### config.mk
export PLATFORM = sky130hd
export DESIGN_NAME = dmc_cycle_timer
export DESIGN_NICKNAME = d
export VERILOG_FILES = /design/src/rtl/dmc_pkg.sv /design/src/rtl/dmc_cycle_timer.sv
export SDC_FILE = /design/constraint.sdc
export NUM_CORES = 1
export LEC_CHECK = 0
export ABC_AREA = 1
export BUFFER_PORTS_ARGS = -buffer_cell sky130_fd_sc_hd__buf_4
export CAP_MARGIN = 20
export CORE_MARGIN = 2
export CORE_UTILIZATION = 35
export CTS_CLUSTER_SIZE = 20
export DETAILED_ROUTE_END_ITERATION = 10
export PLACE_DENSITY_LB_ADDON = 0.2
export SLEW_MARGIN = 10
export SYNTH_ARGS = -nofsm -noshare
export SYNTH_HDL_FRONTEND = slang
export SYNTH_SLANG_ARGS = --single-unit
export TNS_END_PERCENT = 20
### constraint.sdc
create_clock -name CLK_I -period 2.69 [get_ports CLK_I]
set_clock_uncertainty 0.15 [all_clocks]
set_input_delay 0.4035 -clock CLK_I [delete_from_list [all_inputs] [get_ports CLK_I]]
set_output_delay 0.4035 -clock CLK_I [all_outputs]
set_load 0.02 [all_outputs]
### src/rtl/dmc_pkg.sv
// Purpose: Shared constants and types for the display memory cycle timer.
// Assumes: One fast clock; two clock periods make one controller clock period.
// Notes: Memory cycle lengths are counted in controller clocks.
package dmc_pkg;

  localparam int AD_W = 16;
  localparam int ADDR_W = 18;
  localparam int REF_W = 8;
  localparam int ZOOM_W = 4;
  localparam int CNT_W = 6;

  localparam logic [CNT_W-1:0] FIRST_CLOCK = 6'h01;
  localparam logic [CNT_W-1:0] LOAD_CLOCK = 6'h02;
  localparam logic [CNT_W-1:0] BASE_CLOCKS = 6'h02;
  localparam logic [CNT_W-1:0] RMW_CLOCKS = 6'h04;
  localparam logic [CNT_W-1:0] RMW_READ_CLOCK = 6'h03;

  localparam logic [REF_W-1:0] REF_RESET = 8'h00;
  localparam logic [ADDR_W-1:0] ADDR_RESET = 18'h00000;
  localparam logic [AD_W-REF_W-1:0] REF_PAD = 8'h00;

  // Request kinds offered by the cycle arbiter.
  typedef enum logic [1:0] {
    REQ_DISPLAY,
    REQ_RMW,
    REQ_RETRACE
  } dmc_req_kind_t;

  // Memory cycle currently on the bus.
  typedef enum logic [2:0] {
    MC_IDLE,
    MC_DISPLAY,
    MC_RMW,
    MC_REFRESH,
    MC_RETRACE
  } dmc_cycle_t;

  // One memory cycle request; zoom_m1 is the zoom factor minus one.
  typedef struct packed {
    dmc_req_kind_t kind;
    logic [ADDR_W-1:0] addr;
    logic [ZOOM_W-1:0] zoom_m1;
  } dmc_req_t;

  // Registered pin image.
  typedef struct packed {
    logic ctrl_clk;
    logic ale;
    logic [AD_W-1:0] ad;
    logic ad_oe;
    logic upper_low;
    logic upper_high;
    logic read_en_n;
    logic active;
  } dmc_pins_t;

endpackage : dmc_pkg

### src/rtl/dmc_cycle_timer.sv
// Purpose: Frames display memory cycles on the multiplexed address/data bus.
// Assumes: Requests come from logic on CLK_I; every controller clock is two CLK_I periods.
// Notes: The first half of each controller clock is its high phase.
`timescale 1ns/1ps

// Summary of operation
// - Memory cycles last an even number of clocks.
// - Clocks begin on rising edge, numbered from one.
// - Strobe high first half, falls mid clock one.
// - Strobe high half a clock before falling.
// - Address driven and steady through clock one.
// - Upper address changes only at clock one.
// - Bus floats after clock one, every cycle type.
// - Only blanking gives a cycle-type hint before middle of clock two.
// - Refresh cycles emit 8-bit refresh counter values.
// - Strobe as row strobe only if precharge met.
// - Display cycle raises strobe at end of two.
// - Zoom adds two clocks per increment, strobe high.
// - Strobe low at falling edge of load clocks.
// - Non-display loads are blanked by the device.
// - Refresh on low eight lines, enabled by command.
// - Blanking output marks active display cycles.
module dmc_cycle_timer (
  input wire logic CLK_I,
  input wire logic RST_N_I,
  input wire dmc_pkg::dmc_req_t REQ_I,
  input wire logic REQ_VALID_I,
  output logic REQ_READY_O,
  input wire logic RETRACE_I,
  input wire logic REFRESH_EN_I,
  output logic CONTROLLER_CLOCK_O,
  output logic ALE_O,
  output logic [dmc_pkg::AD_W-1:0] MUXED_ADDR_DATA_BUS_O,
  output logic MUXED_ADDR_DATA_BUS_OE_O,
  output logic UPPER_ADDRESS_LOW_PIN_O,
  output logic UPPER_ADDRESS_HIGH_PIN_O,
  output logic READ_DATA_ENABLE_N_O,
  output logic BLANKING_O
);
  import dmc_pkg::*;

  logic half;
  logic next_half;
  logic [CNT_W-1:0] clk_no;
  logic [CNT_W-1:0] next_clk_no;
  logic [CNT_W-1:0] len;
  logic [CNT_W-1:0] next_len;
  dmc_cycle_t kind;
  dmc_cycle_t next_kind;
  logic [ADDR_W-1:0] addr;
  logic [ADDR_W-1:0] next_addr;
  logic [REF_W-1:0] ref_cnt;
  logic [REF_W-1:0] next_ref_cnt;
  logic ready;
  logic next_ready;
  dmc_pins_t pins;
  dmc_pins_t next_pins;
  logic cycle_end;

  // Pin image for a given position inside a memory cycle.
  function automatic dmc_pins_t pins_of(input logic h, input logic [CNT_W-1:0] n,
                                        input dmc_cycle_t k, input logic [ADDR_W-1:0] a,
                                        input logic [REF_W-1:0] r);
    dmc_pins_t p;
    p.ctrl_clk = !h;
    // Low from mid clock one; display-like cycles raise it after clock two.
    p.ale = (k == MC_IDLE) || (n == FIRST_CLOCK && !h)
      || (k != MC_RMW && n > LOAD_CLOCK);
    p.ad_oe = (k != MC_IDLE) && (n == FIRST_CLOCK);
    if (!p.ad_oe) begin
      p.ad = '0;
    end else if (k == MC_REFRESH) begin
      p.ad = {REF_PAD, r};
    end else begin
      p.ad = a[AD_W-1:0];
    end
    p.upper_low = a[AD_W];
    p.upper_high = a[AD_W+1];
    // Read enable only after clock two, so it shows no type hint early.
    p.read_en_n = !(k == MC_RMW && n == RMW_READ_CLOCK);
    p.active = (k == MC_DISPLAY);
    return p;
  endfunction : pins_of

  // Length in controller clocks; always even.
  function automatic logic [CNT_W-1:0] len_of(input dmc_cycle_t k,
                                              input logic [ZOOM_W-1:0] z);
    logic [CNT_W-1:0] l;
    case (k)
      MC_DISPLAY: l = CNT_W'({z, 1'b0}) + BASE_CLOCKS;
      MC_RMW: l = RMW_CLOCKS;
      default: l = BASE_CLOCKS;
    endcase
    return l;
  endfunction : len_of

  assign cycle_end = half && (clk_no == len);

  always_comb begin
    next_half = !half;
    next_clk_no = clk_no;
    next_len = len;
    next_kind = kind;
    next_addr = addr;
    next_ref_cnt = ref_cnt;
    if (half) begin
      next_clk_no = clk_no + FIRST_CLOCK;
    end
    if (cycle_end) begin
      next_clk_no = FIRST_CLOCK;
      if (kind == MC_REFRESH) begin
        next_ref_cnt = ref_cnt + 8'h01;
      end
      // Retrace slots become refresh cycles only when enabled.
      if (RETRACE_I && REFRESH_EN_I
          && !(REQ_VALID_I && REQ_I.kind != REQ_RETRACE)) begin
        next_kind = MC_REFRESH;
      end else if (REQ_VALID_I) begin
        case (REQ_I.kind)
          REQ_DISPLAY: next_kind = MC_DISPLAY;
          REQ_RMW: next_kind = MC_RMW;
          default: next_kind = MC_RETRACE;
        endcase
        next_addr = REQ_I.addr;
      end else begin
        next_kind = MC_IDLE;
      end
      next_len = len_of(next_kind, REQ_I.zoom_m1);
    end
    next_ready = next_half && (next_clk_no == next_len);
    next_pins = pins_of(next_half, next_clk_no, next_kind, next_addr, next_ref_cnt);
  end

  always_ff @(posedge CLK_I or negedge RST_N_I) begin
    if (!RST_N_I) begin
      half <= 1'b1;
      clk_no <= BASE_CLOCKS;
      len <= BASE_CLOCKS;
      kind <= MC_IDLE;
      addr <= ADDR_RESET;
      ref_cnt <= REF_RESET;
      ready <= 1'b1;
      pins <= '{ctrl_clk: 1'b0, ale: 1'b1, ad: '0, ad_oe: 1'b0, upper_low: 1'b0,
                upper_high: 1'b0, read_en_n: 1'b1, active: 1'b0};
    end else begin
      half <= next_half;
      clk_no <= next_clk_no;
      len <= next_len;
      kind <= next_kind;
      addr <= next_addr;
      ref_cnt <= next_ref_cnt;
      ready <= next_ready;
      pins <= next_pins;
    end
  end

  assign REQ_READY_O = ready;
  assign CONTROLLER_CLOCK_O = pins.ctrl_clk;
  assign ALE_O = pins.ale;
  assign MUXED_ADDR_DATA_BUS_O = pins.ad;
  assign MUXED_ADDR_DATA_BUS_OE_O = pins.ad_oe;
  assign UPPER_ADDRESS_LOW_PIN_O = pins.upper_low;
  assign UPPER_ADDRESS_HIGH_PIN_O = pins.upper_high;
  assign READ_DATA_ENABLE_N_O = pins.read_en_n;
  assign BLANKING_O = pins.active;

  logic cyc_start;
  assign cyc_start = !half && (clk_no == FIRST_CLOCK) && (kind != MC_IDLE);
endmodule : dmc_cycle_timer

### Yosys cells after proc, flatten, opt, wreduce, memory -nomap -nowiden

Index checks and enable logic that the tools add are counted.
W data, S select, Z words.

* $add $sub $neg: 3
* reduce and logical (&&, ||, !) cells: 17
* order comparisons: 1
* muxes and demuxes: 16
* eq/ne operators: 13

Operators by type and width (count)
* $mux W18: 3
* $mux W16: 2
* $mux W6: 3
* $mux W8: 2
* $eq A3 B2 Y1 const B: 4
* $eq A6 B6 Y1: 2
* $mux W3: 4
* $pmux W6 S2: 1
* $logic_and A1 B1 Y1: 9
* $add A8 B1 Y8 const B: 1
* $add A5 B2 Y6 const B: 1
* $add A6 B1 Y6 const B: 1
* $eq A3 B1 Y1 const B: 2
* $eq A6 B1 Y1 const B: 1
* $eq A6 B2 Y1 const B: 1
* $gt A6 B2 Y1 const B: 1
* $pmux W3 S2: 1
* $logic_not A1 Y1: 3
* $logic_not A3 Y1: 1
* $ne A3 B2 Y1 const B: 1
* $reduce_bool A3 Y1: 1
* $eq A2 B1 Y1 const B: 1
* $logic_not A2 Y1: 1
* $logic_or A1 B1 Y1: 2
* $ne A2 B2 Y1 const B: 1

* output and inout port bits: 24
* logic and storage cells: 65
* register bits after elaboration: 66

### Longest topological paths before layout

Gate-level depths: netlist (run 1).

* depth after elaboration: 11
* gate-level depth with buffers: 14
* mapped depth without buffers: 13

### Worst setup path after synthesis (run 1)

No wires, ideal clock.

* kind: register to register
* start: reg half
* end: reg pins (netlist bit MUXED_ADDR_DATA_BUS_O[10])
* period minus slack after synthesis: 1.970 ns
* stages on the path, launching flop included: 11
* arrival: 1.699 ns
* data required time: 2.418 ns
* path slack: 0.720 ns
* path buffers: 1
* cell sequence: dfstp_2 -> inv_2 -> a21oi_2 -> nand3_2 -> nor2_4 -> buf_6 -> nor2_1 -> nor2_4 -> nand3_4 -> nand3_2 -> nor2_1

RTL lines
* start: declaration: RTL line dmc_cycle_timer.sv:42 `logic half;`
* start signal: assignment: RTL line dmc_cycle_timer.sv:146 `half <= next_half;`
* end signal: assignment: RTL line dmc_cycle_timer.sv:143 `pins <= '{ctrl_clk: 1'b0, ale: 1'b1, ad: '0, ad_oe: 1'b0, upper_low: 1'b0,`
* end signal: assignment: RTL line dmc_cycle_timer.sv:153 `pins <= next_pins;`
* end: declaration: RTL line dmc_cycle_timer.sv:56 `dmc_pins_t pins;`

==> results.sh, run 1 <==
export IMPL_drt_iter0_markers=76
export IMPL_grt_pass1_vias=2525
export IMPL_worst_slew_pin_slew_ns=0.8156
export IMPL_path_max_fanout=26
export IMPL_rsz0062_at_grt="false"
export IMPL_synth_commonest_cells="nand2_1 (111), dfrtp_1 (58), inv_1 (56)"
export IMPL_gp_congestion=0.8408
export IMPL_fp_coreArea_mm2=0.009153
export IMPL_dpl_cell_area_mm2=0.003762
export IMPL_clock_path_buffers=2
export IMPL_ys_seq_area_share_pct=48.99
export IMPL_synth_area_per_cell_um2=8.336
export IMPL_crit_path_end_kind="register"
export IMPL_port_buffers=52
export IMPL_synth_most_common_cell="nand2_1"
export IMPL_drive_gt1_share_pct=24.24
export IMPL_grt_ovfl_total=0
export IMPL_dieArea_mm2=0.01017
export IMPL_setup_worst_path_start_class="register"
export IMPL_htreeDepth=3
export IMPL_synth_seq_cells=64
export IMPL_die_y_um=100.9
export IMPL_fin_nets=485
export IMPL_final_antenna_net_count=0
export IMPL_maxSlewHeadroom_pct=45.62
export IMPL_hpwl_um=5316
export IMPL_maxCapViolCount=0
export IMPL_cts_setup_buffers=0
export IMPL_synth_edf_count=0
export IMPL_regArea_mm2=0.001609
export IMPL_setup_viol=0
export IMPL_drc=0
export IMPL_min_path_type="in2async"
export IMPL_clk_transition_reported_paths_ns=0.08
export IMPL_ff2ff_path_depth=8
export IMPL_cts_buffers=9
export IMPL_outcome="finished, violations left"
export IMPL_power_density_mw_per_mm2=450.9
export IMPL_final_cell_count_no_fill=569
export IMPL_ys_warn_count=0
export IMPL_r2r_start="half$_DFF_PN1_"
export IMPL_cpPeakStageDelay_ns=0.60
export IMPL_synth_area_leaders="dfrtp_1 (44%), nand2_1 (13%), inv_1 (6.4%)"
export IMPL_synth_area_mm2=0.003284
export IMPL_area_delta_synth_final_pct=20.19
export IMPL_grt_max_degree=65
export IMPL_violations="negative hold slack"
export IMPL_insertion_delay_ns=0.34
export IMPL_peakVddDrop_uv=240.5
export IMPL_grt_pass1_wl_um=12250
export IMPL_syn_num_nets=426
export IMPL_io_pins=53
export IMPL_fin_crit_sh_pct=86.56
export IMPL_cts_root_buf="clkbuf_8"
export IMPL_antenna_cells=0
export IMPL_hold_viol_final=4
export IMPL_crit_family="simple AND/OR/NAND/NOR gates"
export IMPL_wire_per_inst_um=12.60
export IMPL_fmax_ghz=0.4295
export IMPL_maxSlewViolCount=0
export IMPL_cts_resized_gates=0
export IMPL_slowest_stage="dfstp_2"
export IMPL_critPathBufInv=1
export IMPL_period_minus_slack_ns=2.328
export IMPL_routed_wl_um=7168
export IMPL_async_flop_share_pct=100.0
export IMPL_worstPathArrival_ns=2.44
export IMPL_vias=2608
export IMPL_cts_tree="yes"
export IMPL_cp_cell_sequence="inv_2 -> a21oi_2 -> nand3_2 -> nor2_4 -> nand3_4 -> o21ai_0 -> nand2_1 -> a21oi_1"
export IMPL_first_pass_iters=5
export IMPL_yosys_most_used_dff="dfrtp_1"
export IMPL_final_setup_tns_ns=0
export IMPL_regToRegSetupSlack_ns=0.36
export IMPL_syn_inst=394
export IMPL_clock_sinks=64
export IMPL_num_fill_cells=911
export IMPL_cts_hold_buf=0
export IMPL_cp_required_ns=2.81
export IMPL_final_util_pct=43.13
export IMPL_dp_cells=553
export IMPL_final_area_mm2=0.003948
export IMPL_fp_dieW_um=100.9
export IMPL_synth_top_area_share_pct=44.19
export IMPL_critical_path_class="reg2reg"
export IMPL_p_leak_nw=2.103
export IMPL_start_util_pct=35.89
export IMPL_track_usage_pct=15.57
export IMPL_synthDistinctLibCells=34
export IMPL_via_per_inst=4.583
export IMPL_yosysTopAreaCell="dfrtp_1"
export IMPL_grt_antenna_before_repair=0
export IMPL_regToRegEndpoint="MUXED_ADDR_DATA_BUS_O[6]$_DFF_PN0_"
export IMPL_fin_hold_ws_ns=-0.009345
export IMPL_rows=35
export IMPL_multiInputGateArea_mm2=0.001386
## flip-flops by register name, indices dropped and copies added (netlist names), 3 cells and up
register	count
MUXED_ADDR_DATA_BUS_O	16
clk_no	6
addr	18
kind	3
len	6
ref_cnt	8
## layout by cell type (no fill, tap or decap), types with 2 or more instances in the layout
cell,n
ha_1,3
nand2_2,4
a21oi_2,10
nor3_2,2
inv_1,56
o21ai_0,14
nor2_1,36
xor2_1,3
clkinv_4,2
mux2i_1,9
dfstp_2,6
inv_2,2
buf_4,55
nor3_1,5
mux2_2,2
nand4_1,3
nor2_2,6
a21oi_1,8
o21bai_1,2
nand3b_1,2
dfrtp_1,58
nand3_2,3
nand3_1,27
o21ai_1,7
clkinvlp_4,3
nand3_4,2
clkbuf_8,10
nand2_1,110
nor2_4,2
## worst max-delay path by stage
stage | from | end | slack, ns | depth (start not counted)
floorplan | half$_DFF_PN1_ | MUXED_ADDR_DATA_BUS_O[10]$_DFF_PN0_ | 0.72 | 10
global route | clk_no[1]$_DFF_PN1_ | MUXED_ADDR_DATA_BUS_O[5]$_DFF_PN0_ | 0.09 | 10
global placement | clk_no[1]$_DFF_PN1_ | MUXED_ADDR_DATA_BUS_O[8]$_DFF_PN0_ | 0.25 | 10
detailed placement | clk_no[1]$_DFF_PN1_ | MUXED_ADDR_DATA_BUS_O[13]$_DFF_PN0_ | 0.22 | 10
finish | half$_DFF_PN1_ | MUXED_ADDR_DATA_BUS_O[6]$_DFF_PN0_ | 0.36 | 8
CTS | clk_no[1]$_DFF_PN1_ | MUXED_ADDR_DATA_BUS_O[13]$_DFF_PN0_ | 0.20 | 10
## area by class of cell
cell class	count	share of cell area, %
sequential	64	40.76
clock buffer	10	3.487
clock inverter	6	1.141
inverter	58	5.515
multi-input combinational	265	35.12
tap	111	3.518
timing repair buffer	55	10.46
## routing by layer
metal | GRT usage (%) | up-vias | part of all wire [%]
li1 | - | 1356 | -
met3 | 2.774 | 6 | 3.1
met1 | 21.80 | 1206 | 50
met5 | 0 | - | 0
met4 | 6.428 | 0 | 1.0
met2 | 23.85 | 40 | 46
## logic make-up after synthesis
logic type | synth area share, %
AOI/OAI and AO/OA | 7.771
xor gates and xnor gates | 1.067
buffers and inverters | 8.876
adders and majority gates | 1.143
muxes | 3.429
and+or+nand+nor | 28.72
DFF | 48.99
## through the flow
step / setup slack [ns] / total power, W
finish: 0.3616 / 0.001780
global route: 0.09435 / 0.001868
CTS: 0.2047 / 0.001818
detailed placement: 0.2188 / 0.001054
global placement: 0.2455 / 0.001054
floorplan: 0.7195 / 0.0009952
## power by group
| part | internal (W) | total [W] | switching [W] |
|---|---|---|---|
| combinational | 0.0000322 | 0.0000714 | 0.0000392 |
| clock | 0.000360 | 0.000746 | 0.000386 |
| sequential | 0.000962 | 0.000962 | 0 |
| total | 0.00135 | 0.00178 | 0.000426 |
## worst register-to-register path, stage by stage (launching register included)
cell     delay (ns)
dfstp_2        0.60
inv_2          0.07
a21oi_2        0.12
nand3_2        0.13
nor2_4         0.28
nand3_4        0.34
o21ai_0        0.33
nand2_1        0.09
a21oi_1        0.15
(Power assumes the default switching activity.)
==> run 2, diff against run 1 <==
MAX_ROUTING_LAYER = met4   (was not set)
==> results.sh, run 2 (synthesized netlist as in run 1, its figures left out) <==
export IMPL_final_cell_mix="nand2_1 (110), dfrtp_1 (58), inv_1 (56), buf_4 (55), nor2_1 (36)"
export IMPL_final_util_pct=43.12
export IMPL_swShare_pct=24.68
export IMPL_path_max_fanout=24
export IMPL_final_area_mm2=0.003946
export IMPL_cts_hold_buf=0
export IMPL_maxSlewViolCount=0
export IMPL_top_register="addr"
export IMPL_area_delta_synth_final_pct=20.15
export IMPL_cts_root_buf="clkbuf_8"
export IMPL_via_per_inst=4.605
export IMPL_min_path_type="in2async"
export IMPL_worst_slew_pin_slew_ns=0.8113
export IMPL_worstPathArrival_ns=2.48
export IMPL_ff2ff_path_depth=10
export IMPL_setup_worst_path_start_class="register"
export IMPL_p_comb_share_pct=3.9
export IMPL_track_usage_pct=16.26
export IMPL_multiInputGateArea_mm2=0.001386
export IMPL_num_fill_cells=910
export IMPL_cts_resized_gates=0
export IMPL_io_pins=53
export IMPL_cts_setup_buffers=0
export IMPL_grt_max_degree=65
export IMPL_p_leak_nw=2.110
export IMPL_setup_viol=0
export IMPL_rsz0062_at_grt="false"
export IMPL_clk_transition_reported_paths_ns=0.08
export IMPL_final_setup_tns_ns=0
export IMPL_slowest_stage="dfstp_2"
export IMPL_clock_path_buffers=2
export IMPL_regArea_mm2=0.001609
export IMPL_vias=2620
export IMPL_cp_required_ns=2.82
export IMPL_hpwl_um=5500
export IMPL_period_minus_slack_ns=2.351
export IMPL_power_density_mw_per_mm2=456.4
export IMPL_drt_iter0_markers=113
export IMPL_fin_nets=485
export IMPL_largest_reg_flops=18
export IMPL_rows=35
export IMPL_cpPeakStageDelay_ns=0.62
export IMPL_start_util_pct=35.89
export IMPL_antenna_cells=0
export IMPL_critical_path_class="reg2reg"
export IMPL_insertion_delay_ns=0.34
export IMPL_outcome="finished clean"
export IMPL_dieArea_mm2=0.01017
export IMPL_htreeDepth=3
export IMPL_die_y_um=100.9
export IMPL_grt_pass1_wl_um=12560
export IMPL_crit_path_end_kind="register"
export IMPL_hold_viol_final=0
export IMPL_wire_per_inst_um=12.92
export IMPL_dpl_cell_area_mm2=0.003762
export IMPL_switchingPower_w=0.0004445
export IMPL_cellInternalPower_w=0.001357
export IMPL_first_pass_iters=4
export IMPL_final_antenna_net_count=0
export IMPL_maxSlewHeadroom_pct=45.91
export IMPL_fin_crit_sh_pct=87.40
export IMPL_gp_congestion=0.9151
export IMPL_fmax_ghz=0.4253
export IMPL_drive_gt1_share_pct=24.24
export IMPL_clkPwrFrac_pct=42.7
export IMPL_regToRegSetupSlack_ns=0.34
export IMPL_peakVddDrop_uv=336.3
export IMPL_cts_tree="yes"
export IMPL_fp_dieW_um=100.9
export IMPL_maxCapViolCount=0
export IMPL_fp_coreArea_mm2=0.009153
export IMPL_grt_ovfl_total=0
export IMPL_drc=0
export IMPL_routed_wl_um=7353
export IMPL_final_common_cell="nand2_1"
export IMPL_p_seq_share_pct=53.4
export IMPL_cp_cell_sequence="inv_2 -> a21oi_2 -> nand3_2 -> nor2_4 -> buf_4 -> nand2_1 -> o21ai_1 -> a21boi_1 -> nand3_1 -> nor2_1"
export IMPL_grt_pass1_vias=2647
export IMPL_cts_buffers=9
export IMPL_clock_sinks=64
export IMPL_port_buffers=52
export IMPL_grt_antenna_before_repair=0
==> run 2: cell count changes in the layout (fill, tap and decap cells not counted) <==
cell and change:
inv_6 +1, clkinv_2 +1, clkinvlp_4 -2
==> run 2: layout make-up <==
class	instances	share of cell area [%]
clock inverter	6	1.110
sequential	64	40.77
timing repair buffer	55	10.46
tap	111	3.519
multi-input combinational	265	35.13
inverter	58	5.517
clock buffer	10	3.488
==> run 2: path summary, 6_finish.rpt <==
| check | startpoint | to |
|---|---|---|
| min in group CLK_I | REQ_I[13] | addr[9]$_DFF_PN0_ |
| setup reg to reg | half$_DFF_PN1_ | REQ_READY_O$_DFF_PN1_ |
| hold / removal | RST_N_I | len[4]$_DFF_PN0_ |
| setup / recovery | half$_DFF_PN1_ | REQ_READY_O$_DFF_PN1_ |
| hold reg to reg | half$_DFF_PN1_ | CONTROLLER_CLOCK_O$_DFF_PN0_ |
| max in group asynchronous | RST_N_I | addr[7]$_DFF_PN0_ |
==> run 2: metrics by stage <==
stage | cells | worst slack [ns] | hold WS, ns | total power (W)
detailed placement | 553 | 0.2046 | 0.3042 | 0.001053
global placement | 553 | 0.2636 | 0.3088 | 0.001053
CTS | 569 | 0.2188 | 0.02798 | 0.001824
floorplan | 394 | 0.7195 | -0.04209 | 0.0009952
global route | 569 | 0.08716 | 0.05148 | 0.001892
finish | 569 | 0.3389 | 0.0009663 | 0.001801
==> run 2: per-layer routing <==
metal | track usage, % | vias to the layer above | wire, um | share of wire (%)
met1 | 22.18 | 1224 | 3658 | 50
li1 | - | 1352 | - | -
met5 | - | - | 0 | 0
met3 | 3.814 | 7 | 189 | 2.6
met4 | 3.899 | 0 | 62 | 0.84
met2 | 24.62 | 37 | 3443 | 47
==> run 2: power by group through the flow <==
| stage | clock network (W) | registers, W | logic, W |
|---|---|---|---|
| final | 0.000769 | 0.000962 | 0.0000703 |
| after floorplan | 0 | 0.000981 | 0.0000145 |
| after global placement | 0 | 0.000980 | 0.0000721 |
| after CTS | 0.000790 | 0.000962 | 0.0000724 |
| after global routing | 0.000849 | 0.000962 | 0.0000811 |
| after detailed placement | 0 | 0.000980 | 0.0000722 |
==> run 2: worst max-delay path, delay by kind of cell (launching register included) <==
family                 cells  cell delay, ns
AOI/OAI and AO/OA          3            0.39
buffers and inverters      2            0.44
DFF                        1            0.62
and+or+nand+nor            5            0.69
==> run 3, diff against run 2 <==
CORE_ASPECT_RATIO = 0.7   (was not set)
==> results.sh, run 3 (synthesized netlist as in run 1, its figures left out) <==
export IMPL_fp_dieW_um=119.8
export IMPL_io_pins=53
export IMPL_fin_crit_sh_pct=91.55
export IMPL_p_leak_nw=2.178
export IMPL_cp_required_ns=2.78
export IMPL_crit_path_end_kind="register"
export IMPL_grt_pass1_vias=2468
export IMPL_die_y_um=85.05
export IMPL_htreeDepth=3
export IMPL_grt_pass1_wl_um=12300
export IMPL_top_register="addr"
export IMPL_clk_transition_reported_paths_ns=0.06
export IMPL_insertion_delay_ns=0.32
export IMPL_drt_iter0_markers=139
export IMPL_setup_worst_path_start_class="register"
export IMPL_drive_gt1_share_pct=24.40
export IMPL_grt_max_degree=65
export IMPL_fmax_ghz=0.4061
export IMPL_power_density_mw_per_mm2=557.4
export IMPL_first_pass_iters=7
export IMPL_maxSlewHeadroom_pct=46.37
export IMPL_antenna_cells=0
export IMPL_rsz0062_at_grt="false"
export IMPL_cts_buffers=9
export IMPL_clock_path_buffers=2
export IMPL_wire_per_inst_um=12.60
export IMPL_routed_wl_um=7345
export IMPL_worstPathArrival_ns=2.55
export IMPL_final_cell_mix="nand2_1 (110), dfrtp_1 (58), inv_1 (56), buf_4 (56), nor2_1 (36)"
export IMPL_worst_slew_pin_slew_ns=0.8045
export IMPL_hpwl_um=5501
export IMPL_port_buffers=52
export IMPL_start_util_pct=36.06
export IMPL_grt_ovfl_total=0
export IMPL_final_antenna_net_count=0
export IMPL_rows=29
export IMPL_critical_path_class="reg2reg"
export IMPL_gp_congestion=0.8515
export IMPL_largest_reg_flops=18
export IMPL_fin_nets=486
export IMPL_cts_hold_buf=0
export IMPL_vias=2677
export IMPL_period_minus_slack_ns=2.463
export IMPL_hold_viol_final=0
export IMPL_area_delta_synth_final_pct=25.45
export IMPL_cts_tree="yes"
export IMPL_min_path_type="in2async"
export IMPL_final_common_cell="nand2_1"
export IMPL_outcome="finished clean"
export IMPL_fin_hold_ws_ns=0.01171
export IMPL_grt_antenna_before_repair=0
export IMPL_setup_viol=0
export IMPL_path_max_fanout=22
export IMPL_final_setup_tns_ns=0
export IMPL_maxSlewViolCount=0
export IMPL_cts_root_buf="clkbuf_16"
export IMPL_via_per_inst=4.592
export IMPL_dieArea_mm2=0.01019
export IMPL_fp_coreArea_mm2=0.009107
export IMPL_maxCapViolCount=0
export IMPL_track_usage_pct=15.95
export IMPL_peakVddDrop_uv=332.2
export IMPL_clock_sinks=64
export IMPL_drc=0
==> run 3: cell types whose count changed in the layout (fill, tap and decap cells not counted) <==
cell / before / now
clkinvlp_4: 1 / 2
clkbuf_16: 0 / 9
clkinv_2: 2 / 0
clkbuf_8: 10 / 1
buf_4: 55 / 56
bufinv_16: 0 / 2
inv_6: 1 / 0
==> run 3: worst paths after layout <==
| check | start | cells past startpoint | slack, ns | end |
|---|---|---|---|---|
| max in group asynchronous | RST_N_I | 1 | 1.84 | CONTROLLER_CLOCK_O$_DFF_PN0_ |
| min reg2reg | addr[13]$_DFF_PN0_ | 2 | 0.33 | addr[13]$_DFF_PN0_ |
| max reg2reg | half$_DFF_PN1_ | 8 | 0.23 | MUXED_ADDR_DATA_BUS_O[5]$_DFF_PN0_ |
| min | RST_N_I | 1 | 0.01 | len[3]$_DFF_PN0_ |
| min in group CLK_I | REQ_I[16] | 3 | 0.16 | addr[12]$_DFF_PN0_ |
| max | half$_DFF_PN1_ | 8 | 0.23 | MUXED_ADDR_DATA_BUS_O[5]$_DFF_PN0_ |
==> run 3: repair_timing <==
action	in CTS	in global routing
buffers inserted	0	0
resized for setup	0	1
setup endpoints to repair	0	4
==> run 3: per-layer routing <==
| metal | vias to the layer above | global-route usage [%] | part of all wire, % |
|---|---|---|---|
| li1 | 1362 | - | - |
| met1 | 1231 | 24.44 | 55 |
| met2 | 74 | 20.52 | 39 |
| met3 | 10 | 3.293 | 4.9 |
| met4 | 0 | 5.455 | 1.4 |
| met5 | - | - | 0 |
==> run 3: stage by stage <==
stage	total power, W	area [um2]	utilization (%)	cells	setup slack (ns)
4_1_cts	0.002329	4118	45.21	583	0.2293
3_5_place_dp	0.001055	3786	41.57	567	0.2563
6_report	0.002297	4120	45.24	583	0.2274
5_1_grt	0.002380	4120	45.24	583	0.04128
2_1_floorplan	0.0009952	3284	-	394	0.7195
3_3_place_gp	0.001053	3786	41.57	567	0.3631
==> run 3: final cells by class <==
class / count / area [um2]
Clock buffer: 10 / 239.0
Timing Repair Buffer: 56 / 420.4
Sequential cell: 64 / 1609
Tap cell: 124 / 155.1
Clock inverter: 6 / 92.59
Multi-Input combinational cell: 265 / 1386
Inverter: 58 / 217.7
Fill cell: 913 / 4987
==> run 3: power by group <==
part / switching, W / internal, W / total (W)
logic: 0.0000398 / 0.0000322 / 0.0000720
registers: 0 / 0.000964 / 0.000964
clock network: 0.000422 / 0.000839 / 0.00126
==> run 3: worst max-delay path, cell delays in order, from the launching register on <==
cell and delay (ns):
dfstp_2 0.62, inv_2 0.09, a21oi_2 0.13, nand3_2 0.13
nor2_4 0.28, nand3_4 0.28, o21ai_0 0.36, nand2_1 0.13
a21oi_1 0.18
